## config.mk

```make
export PLATFORM = sky130hd
export DESIGN_NAME = phl_ctrl
export DESIGN_NICKNAME = d
export VERILOG_FILES = /design/src/phl_pkg.sv /design/src/phl_ctrl.sv
export VERILOG_INCLUDE_DIRS = /design/src /design/src/src
export SDC_FILE = /design/constraint.sdc
export NUM_CORES = 1
export LEC_CHECK = 0
export BUFFER_PORTS_ARGS = -buffer_cell sky130_fd_sc_hd__buf_2
export CORE_MARGIN = 1
export CORE_UTILIZATION = 57
export CTS_BUF_LIST = sky130_fd_sc_hd__clkbuf_16
export CTS_CLUSTER_DIAMETER = 40
export DETAILED_ROUTE_END_ITERATION = 10
export PLACE_DENSITY = 0.77
export SYNTH_ARGS = -nofsm -noshare
export SYNTH_HDL_FRONTEND = slang
export SYNTH_SLANG_ARGS = --single-unit
export TNS_END_PERCENT = 50
```

## constraint.sdc

```tcl
create_clock -name CLK_SYS -period 3.2 [get_ports CLK_SYS]
set_input_delay 0.48 -clock CLK_SYS [delete_from_list [all_inputs] [get_ports CLK_SYS]]
set_output_delay 0.48 -clock CLK_SYS [all_outputs]
set_load 0.005 [all_outputs]
```

## src/phl_regs.svh

```systemverilog
// Constants of the link-side request controller: register offsets, field positions,
// reset values, request codes, frame lengths and control-pair codes.
// Assumes inclusion by bare name from the package and the controller module.
`ifndef PHL_REGS_SVH
`define PHL_REGS_SVH

// ----------------------------------------------------------------------------
// Register offsets (byte addresses on the local register port)
// ----------------------------------------------------------------------------
`define PHL_REG_CMD     4'h0
`define PHL_REG_STAT    4'h4
`define PHL_REG_RESULT  4'h8
`define PHL_REG_CTRL    4'hC

// ----------------------------------------------------------------------------
// Field positions and reset values
// ----------------------------------------------------------------------------
`define PHL_CMD_DATA_LSB  0
`define PHL_CMD_ADDR_LSB  8
`define PHL_CMD_TYPE_LSB  12
`define PHL_RES_VALID_BIT 16
`define PHL_RES_SHORT_BIT 17
`define PHL_CTRL_RESET    1'h0

// ----------------------------------------------------------------------------
// Request type codes and serial frame lengths
// ----------------------------------------------------------------------------
`define PHL_TYPE_READ   3'h4
`define PHL_TYPE_WRITE  3'h5
`define PHL_SPEED_100   2'h0
`define PHL_LEN_BUS     5'h07
`define PHL_LEN_READ    5'h09
`define PHL_LEN_WRITE   5'h11
`define PHL_ST_FULL     5'h10
`define PHL_ST_SHORT    5'h04

// ----------------------------------------------------------------------------
// Control-pair codes
// ----------------------------------------------------------------------------
`define PHL_CTL_IDLE    2'h0
`define PHL_CTL_STATUS  2'h1
`define PHL_CTL_RECV    2'h2
`define PHL_CTL_GRANT   2'h3

`endif

```

## src/phl_pkg.sv

```systemverilog
// Types of the link-side request controller: bus ownership state and the
// packed state record of the controller.
// Assumes phl_regs.svh is on the include path.
`default_nettype none
`include "phl_regs.svh"

package phl_pkg;
    // Who drives the control and data pairs.
    typedef enum logic [0:0] {OWN_PHY, OWN_LINK} phl_own_e;

    // One queued request: type, register address, write data.
    typedef logic [14:0] phl_entry_t;

    typedef struct packed {
        logic [2:0]      clk_sync;   // Interface clock synchroniser.
        logic [5:0]      ctl_sync;   // Control pair, three stages of two bits.
        logic [5:0]      d_sync;     // Data pair, three stages of two bits.
        logic            clk_acc;    // Accepted interface clock level.
        logic [1:0]      ctl_acc;
        logic [1:0]      d_acc;
        phl_entry_t [1:0] bufm;      // Two-entry request buffer.
        logic [1:0]      buf_cnt;
        logic [16:0]     frame;      // Request stream, first bit on top.
        logic [4:0]      cnt;        // Bits still to send.
        logic [4:0]      len;
        logic [2:0]      ftype;
        logic            link_service_request_line;
        phl_own_e        own;
        logic [1:0]      ctl_o;
        logic            ctl_oe;
        logic [1:0]      d_o;
        logic            d_oe;
        logic            st_act;
        logic [4:0]      st_cnt;
        logic [15:0]     st_sh;
        logic [15:0]     result;
        logic            res_valid;
        logic            res_short;
        logic [7:0]      grants;
        logic            enable;
        logic            rdy;
        logic [31:0]     rdata;
    } phl_state_s;
endpackage

`default_nettype wire

```

## src/phl_ctrl.sv

```systemverilog
// Link-side request controller: queues software requests, sends them as serial
// frames on the request line, collects status transfers, answers bus grants.
// Assumes the interface clock pin is asynchronous to CLK_SYS and at most a
// quarter of its rate; the two-way pins are resolved outside this module.
//
// Contract
// - The phy owns control and data pairs; link drives only after grant.
// - Only requests start from the link; the phy starts status, transmit, receive.
// - Link control codes: 00 release, 01 hold, 10 transmit; never 11.
// - Each request frame starts with bit 1 and ends with bit 0.
// - Frame bits go out in ascending index; bit 0 first and most significant.
// - Frame lengths: bus request 7, register read 9, register write 17.
// - Bus request carries type in bits 1-3 and speed 00 in bits 4-5.
// - Read request: type 100, address bits 4-7, stop bit at 8.
// - Write request: type 101, address 4-7, data 8-15, stop at 16.
// - The link uses the request line for every activity it starts.
// - Type codes: 000 immediate, 001 iso, 010 priority, 011 fair, 100/101 register.
//
// Strobed register access and the register addresses were decided locally.
`default_nettype none
`include "phl_regs.svh"

module phl_ctrl (
    // System clock and reset
    input  wire logic        CLK_SYS,
    input  wire logic        RST_N,
    // Local register port
    input  wire logic [3:0]  ADDR,
    input  wire logic [31:0] WDATA,
    input  wire logic        WR,
    input  wire logic        RD,
    output var  logic [31:0] RDATA,
    output var  logic        REQ_READY,
    // Phy interface pins
    input  wire logic        IF_CLK,
    output var  logic        LINK_SERVICE_REQUEST_LINE,
    input  wire logic [1:0]  CTL_I,
    output var  logic [1:0]  CTL_O,
    output var  logic        CTL_OE,
    input  wire logic [1:0]  D_I,
    output var  logic [1:0]  D_O,
    output var  logic        D_OE
);
    import phl_pkg::*;

    phl_state_s s_reg;
    phl_state_s s_next;
    logic       rise;
    logic       load;
    logic       cap;

    // ------------------------------------------------------------------------
    // Helpers
    // ------------------------------------------------------------------------
    // A synchronised value is accepted only once the second and third stages agree.
    function automatic logic [1:0] phl_filter(input logic [1:0] st2, input logic [1:0] st3,
                                              input logic [1:0] held);
        phl_filter = (st2 == st3) ? st3 : held;
    endfunction

    // Frame length for a request type.
    function automatic logic [4:0] phl_len(input logic [2:0] typ);
        phl_len = (typ == `PHL_TYPE_READ)  ? `PHL_LEN_READ :
                  (typ == `PHL_TYPE_WRITE) ? `PHL_LEN_WRITE : `PHL_LEN_BUS;
    endfunction

    // ------------------------------------------------------------------------
    // Next-state logic
    // ------------------------------------------------------------------------
    // All behaviour is here; the clocked process below only registers it.
    always_comb begin
        logic [1:0] clk_new;
        logic [1:0] ctl_new;
        logic [1:0] d_new;
        logic [1:0] slot;
        phl_entry_t head;
        clk_new = 2'h0;
        ctl_new = 2'h0;
        d_new   = 2'h0;
        slot    = 2'h0;
        head    = s_reg.bufm[0];
        cap     = 1'b0;
        s_next  = s_reg;

        // Three-stage synchronisers; stage one feeds only stage two.
        s_next.clk_sync = {s_reg.clk_sync[1:0], IF_CLK};
        s_next.ctl_sync = {s_reg.ctl_sync[3:0], CTL_I};
        s_next.d_sync   = {s_reg.d_sync[3:0], D_I};
        clk_new = phl_filter({1'b0, s_reg.clk_sync[1]}, {1'b0, s_reg.clk_sync[2]},
                             {1'b0, s_reg.clk_acc});
        ctl_new = phl_filter(s_reg.ctl_sync[3:2], s_reg.ctl_sync[5:4], s_reg.ctl_acc);
        d_new   = phl_filter(s_reg.d_sync[3:2], s_reg.d_sync[5:4], s_reg.d_acc);
        s_next.clk_acc = clk_new[0];
        rise = clk_new[0] && !s_reg.clk_acc;
        if (rise) begin
            s_next.ctl_acc = ctl_new;
            s_next.d_acc   = d_new;
        end

        // A frame is loaded when enabled, the line is quiet and a request waits.
        load = s_reg.enable && (s_reg.cnt == 5'h00) && (s_reg.buf_cnt != 2'h0);
        if (load) begin
            s_next.ftype = head[14:12];
            s_next.len   = phl_len(head[14:12]);
            s_next.cnt   = phl_len(head[14:12]);
            unique case (head[14:12])
                `PHL_TYPE_READ:  s_next.frame = {1'b1, `PHL_TYPE_READ, head[11:8], 1'b0,
                                                 8'h00};
                `PHL_TYPE_WRITE: s_next.frame = {1'b1, `PHL_TYPE_WRITE, head[11:8],
                                                 head[7:0], 1'b0};
                default:         s_next.frame = {1'b1, head[14:12], `PHL_SPEED_100, 1'b0,
                                                 10'h000};
            endcase
            // Reserved types 110 and 111 are dropped rather than sent.
            if (head[14:13] == 2'h3) begin
                s_next.cnt = 5'h00;
            end
        end

        // One bit per accepted rising edge, top bit first; the stop bit leaves it low.
        if (rise && (s_reg.cnt != 5'h00)) begin
            s_next.link_service_request_line  = s_reg.frame[16];
            s_next.frame = {s_reg.frame[15:0], 1'b0};
            s_next.cnt   = s_reg.cnt - 5'h01;
        end

        // Request buffer: pop on load, then push a command write if room remains.
        if (load) begin
            s_next.bufm[0] = s_reg.bufm[1];
            s_next.buf_cnt = s_reg.buf_cnt - 2'h1;
        end
        slot = s_next.buf_cnt;
        if (WR && (ADDR == `PHL_REG_CMD) && (slot != 2'h2)) begin
            s_next.bufm[slot[0]] = WDATA[14:0];
            s_next.buf_cnt       = slot + 2'h1;
        end
        s_next.rdy = (s_next.buf_cnt != 2'h2);

        // Grant handling: the pairs are driven only after a grant, and we have no
        // packet to send, so the link releases with idle for one clock and lets go.
        if (rise) begin
            unique case (s_reg.own)
                OWN_PHY: begin
                    if (ctl_new == `PHL_CTL_GRANT) begin
                        s_next.own    = OWN_LINK;
                        s_next.ctl_o  = `PHL_CTL_IDLE;
                        s_next.ctl_oe = 1'b1;
                        s_next.d_o    = 2'h0;
                        s_next.d_oe   = 1'b1;
                        s_next.grants = s_reg.grants + 8'h01;
                    end
                end
                OWN_LINK: begin
                    s_next.own    = OWN_PHY;
                    s_next.ctl_oe = 1'b0;
                    s_next.d_oe   = 1'b0;
                end
            endcase
        end

        // Status transfer: first cycle of control 01 carries the speed, then pairs.
        if (rise && (s_reg.own == OWN_PHY)) begin
            if (ctl_new == `PHL_CTL_STATUS) begin
                if (!s_reg.st_act) begin
                    s_next.st_act = 1'b1;
                    s_next.st_cnt = 5'h00;
                end else if (s_reg.st_cnt != `PHL_ST_FULL) begin
                    s_next.st_sh  = {s_reg.st_sh[13:0], d_new};
                    s_next.st_cnt = s_reg.st_cnt + 5'h02;
                end
            end else if (s_reg.st_act) begin
                // An interrupted transfer is dropped; the phy sends it again.
                s_next.st_act = 1'b0;
                // Only a whole word or a 4-bit short word counts as a capture; a dropped partial must not
                // shield a software read from clearing the valid flag.
                if (s_reg.st_cnt == `PHL_ST_FULL) begin
                    cap              = 1'b1;
                    s_next.result    = s_reg.st_sh;
                    s_next.res_valid = 1'b1;
                    s_next.res_short = 1'b0;
                end else if (s_reg.st_cnt == `PHL_ST_SHORT) begin
                    cap              = 1'b1;
                    s_next.result    = {s_reg.st_sh[3:0], 12'h000};
                    s_next.res_valid = 1'b1;
                    s_next.res_short = 1'b1;
                end
            end
        end

        // Register writes and reads; a result read clears valid unless a new one lands.
        if (WR && (ADDR == `PHL_REG_CTRL)) begin
            s_next.enable = WDATA[0];
        end
        s_next.rdata = 32'h0000_0000;
        if (RD) begin
            unique case (ADDR)
                `PHL_REG_STAT:   s_next.rdata = {16'h0000, s_reg.grants, s_reg.ctl_acc,
                                                 s_reg.own == OWN_LINK, s_reg.cnt != 5'h00,
                                                 s_reg.buf_cnt == 2'h0, s_reg.buf_cnt == 2'h2,
                                                 2'h0};
                `PHL_REG_RESULT: s_next.rdata = {14'h0000, s_reg.res_short, s_reg.res_valid,
                                                 s_reg.result};
                `PHL_REG_CTRL:   s_next.rdata = {31'h0000_0000, s_reg.enable};
                default:         s_next.rdata = 32'h0000_0000;
            endcase
            if ((ADDR == `PHL_REG_RESULT) && !cap) begin
                s_next.res_valid = 1'b0;
            end
        end
    end

    // ------------------------------------------------------------------------
    // State register
    // ------------------------------------------------------------------------
    // Synchronous reset: every field takes a constant.
    always_ff @(posedge CLK_SYS) begin
        if (!RST_N) begin
            s_reg        <= '0;
            s_reg.own    <= OWN_PHY;
            s_reg.enable <= `PHL_CTRL_RESET;
            s_reg.rdy    <= 1'b1;
        end else begin
            s_reg <= s_next;
        end
    end

    // ------------------------------------------------------------------------
    // Outputs
    // ------------------------------------------------------------------------
    // Every output is a field of the state register.
    assign RDATA     = s_reg.rdata;
    assign REQ_READY = s_reg.rdy;
    assign LINK_SERVICE_REQUEST_LINE      = s_reg.link_service_request_line;
    assign CTL_O     = s_reg.ctl_o;
    assign CTL_OE    = s_reg.ctl_oe;
    assign D_O       = s_reg.d_o;
    assign D_OE      = s_reg.d_oe;
endmodule

`default_nettype wire

```

==> results.yml <==
clock_tree:
  numCtsBuffers: 17
  cts_tree: "built"
  cts_hold_buf: 0
  cts_resized: 0
  clk_latency_ns: 0.41
  cts_root_buf: "clkbuf_16"
  htree_levels: 4
  post_cts_buffers: 0
  clk_pin_slew_worst_paths_ns: 0.06
  clkSinkCount: 143
  clockBufferDepth: 2
finish:
  final_cells: 844
  utilization_pct: 65.66
  drive_above_1_share_pct: 16.38
  diodes: 0
  area_growth_pct: 11.32
  largest_reg_flops: 112
  fin_nets: 748
outcome:
  outcome: "finished, final reports clean"
timing:
  final_hold_viol_count: 0
  finalWorstSetupSlack_ns: 0.3396
  fin_skew_ns: 0.01120
  max_slew_margin_pct: 49.65
  setup_viol: 0
  slew_viol_final: 0
  period_minus_slack_ns: 2.860
  fmax_mhz: 349.6
  worstMarginPinSlew_ns: 0.7541
  grt_setup_unrepaired: "false"
  fin_crit_sh_pct: 89.39
  setup_tns_ns: 0
hold_path:
  hold_start: "CTL_I[0]"
  holdPathStages: 2
  hp-class: "primary input to flip-flop"
  whs_endpoint: "s_next[165]"
pwr:
  p_leak_nw: 2.633
  ir_drop_v: 0.0003675
  finalPower_mw: 3.792
  powerDensity_mw_per_mm2: 559.4
setup_path:
  cp_max_fo: 31
  timing.rr.end: "s_reg[135]"
  worstPathCellList: "inv_1 > ha_1 > or4b_1 > o21ai_1 > nand2_1 > inv_1 > ha_1 > and4b_1 > nand3_1 > buf_4 > nand3_1 > o21ai_0"
  cpPeakStageDelay_ns: 0.63
  crit_required_ns: 3.53
  r2r_setup_slack_ns: 0.34
  critPathCaptureType: "flip-flop"
  arrival_ns: 3.19
  reg2reg_depth: 12
  cp_slowest_cell: "or4b_1"
  path_class: "flip-flop to flip-flop"
  r2r-start: "s_reg[98]"
  start_kind: "flip-flop"
grt:
  grt_pass1_wl_um: 20920
  grt_pass1_vias: 4537
  grt_antenna_before_repair: 0
  grt-ovfl-total: 0
  grt_max_degree: 57
  grt_use_total_pct: 23.24
yosys:
  synth_cell_types: 57
  yosysTopAreaCell: "dfxtp_1"
  ys_seq_elements: 143
  muxShareOfSynthArea_pct: 7.869
  async_reset_ff_share_pct: 0
  synthCells: 675
  synth_top_area_share_pct: 47.01
  synth.top_cells.by_count: "dfxtp_1, nand2_1, nand3_1, nor2_1, buf_4"
  synth_fa_ha_area_share_pct: 1.438
  synth_area_leaders: "dfxtp_1, nand2_1, mux2i_1"
  synth-xor-area-share_pct: 2.014
  synth-edff-count: 0
  yosysWarnings: 0
  synthFlopType: "dfxtp_1"
  yosysMostFrequentCell: "dfxtp_1"
  synth_top_family_by_area: "simple AND/OR/NAND/NOR gates"
  synth-seq-area-share_pct: 47.01
  synth.avg_cell_area_um2: 9.022
  syn_area_mm2: 0.006090
  synth_compound_area_share_pct: 14.12
  synth-simple-area-share_pct: 19.50
die:
  ios: 85
  die_w_um: 105.4
  dieArea_mm2: 0.01110
  core_area_mm2: 0.01032
  fp-row-count: 37
  start_util_pct: 58.99
  die_h_um: 105.4
route:
  wl_um: 12360
  num_vias: 4748
  wire_per_inst_um: 14.64
  drt-initial-drc-count: 254
  via_per_inst: 5.626
  ant_nets: 0
  drc: 0
  dr.pass1.iters: 5
place:
  gp_congestion: 0.8329
  hpwl_um: 8098
  place_inst: 813
  pre_cts_slack_ns: 0.4465
  io_buffer_count: 49
flow_run:
  drv_cap: 0
==> logic make-up (layout without fill, tap and decap cells) <==
family,count (synthesis),count (layout)
buffers and inverters,86,102
and+or+nand+nor,246,246
adders and majority gates,7,7
other,1,18
muxes,46,46
xor gates and xnor gates,14,14
DFF,143,143
AOI/OAI and AO/OA,132,132
==> stage by stage <==
stage,hold WS [ns],instance area [µm²]
floorplan,0.4119,6153
global placement,0.4139,6211
detailed placement,0.4169,6211
CTS,0.2689,6779
global route,0.2700,6779
finish,0.2736,6779
==> placed cells by master (no fill, tap or decap), types with 3 or more instances in the layout <==
master,count
a211oi_1,3
a21boi_0,3
a21oi_1,28
a222oi_1,7
a22oi_1,26
and2_1,15
and3_1,5
buf_2,48
buf_4,11
clkbuf_16,17
clkinvlp_4,4
conb_1,18
dfxtp_1,143
ha_1,7
inv_1,12
inv_6,4
mux2_2,15
mux2i_1,31
nand2_1,89
nand2b_1,7
nand3_1,54
nand3b_1,3
nor2_1,45
nor2b_1,5
nor3_1,5
o211ai_1,3
o21ai_0,30
o21ai_1,13
o22ai_1,6
xnor2_1,10
xor2_1,4
==> where the power goes <==
part | total [mW] | internal, mW | switching (mW) | leakage [nW]
clock | 1.89 | 1.14 | 0.747 | 0.271
sequential | 1.80 | 1.79 | 0.00903 | 1.15
combinational | 0.101 | 0.0327 | 0.0685 | 1.21
total | 3.79 | 2.97 | 0.824 | 2.63
==> metal layers <==
metal	wire length, µm	GRT usage (%)	up-vias	part of all wire, %
li1	-	-	2345	-
met1	5778	30.06	2251	47
met2	5869	38.72	133	47
met3	548	4.700	19	4.4
met4	159	7.746	0	1.3
met5	0	0	-	0
==> cell type report <==
type / instances / area (µm²)
Inverter: 12 / 45.04
Clock inverter: 14 / 142.6
Timing Repair Buffer: 59 / 322.8
Fill cell: 833 / 3545
Tap cell: 136 / 170.2
Sequential cell: 143 / 2863
Clock buffer: 17 / 425.4
Multi-Input combinational cell: 463 / 2810
==> worst max-delay path by stage <==
stage              start  slack, ns         end  cells after the start
4_1_cts        s_reg[98]       0.36  s_reg[123]                     12
2_1_floorplan  s_reg[98]       0.60  s_reg[133]                     13
3_5_place_dp   s_reg[98]       0.45  s_reg[123]                     11
3_3_place_gp   s_reg[98]       0.57  s_reg[128]                     11
6_report       s_reg[98]       0.34  s_reg[135]                     12
5_1_grt        s_reg[98]       0.12  s_reg[134]                     12
==> critical path, delay by kind of cell (launching register included) <==
| kind | cells | cell delay [ns] |
|---|---|---|
| buf+inv | 3 | 0.50 |
| compound gates | 2 | 0.40 |
| simple gates | 5 | 1.22 |
| fa+ha+maj | 2 | 0.33 |
| flops | 1 | 0.34 |
No activity file was read; power rests on OpenSTA's default activity.
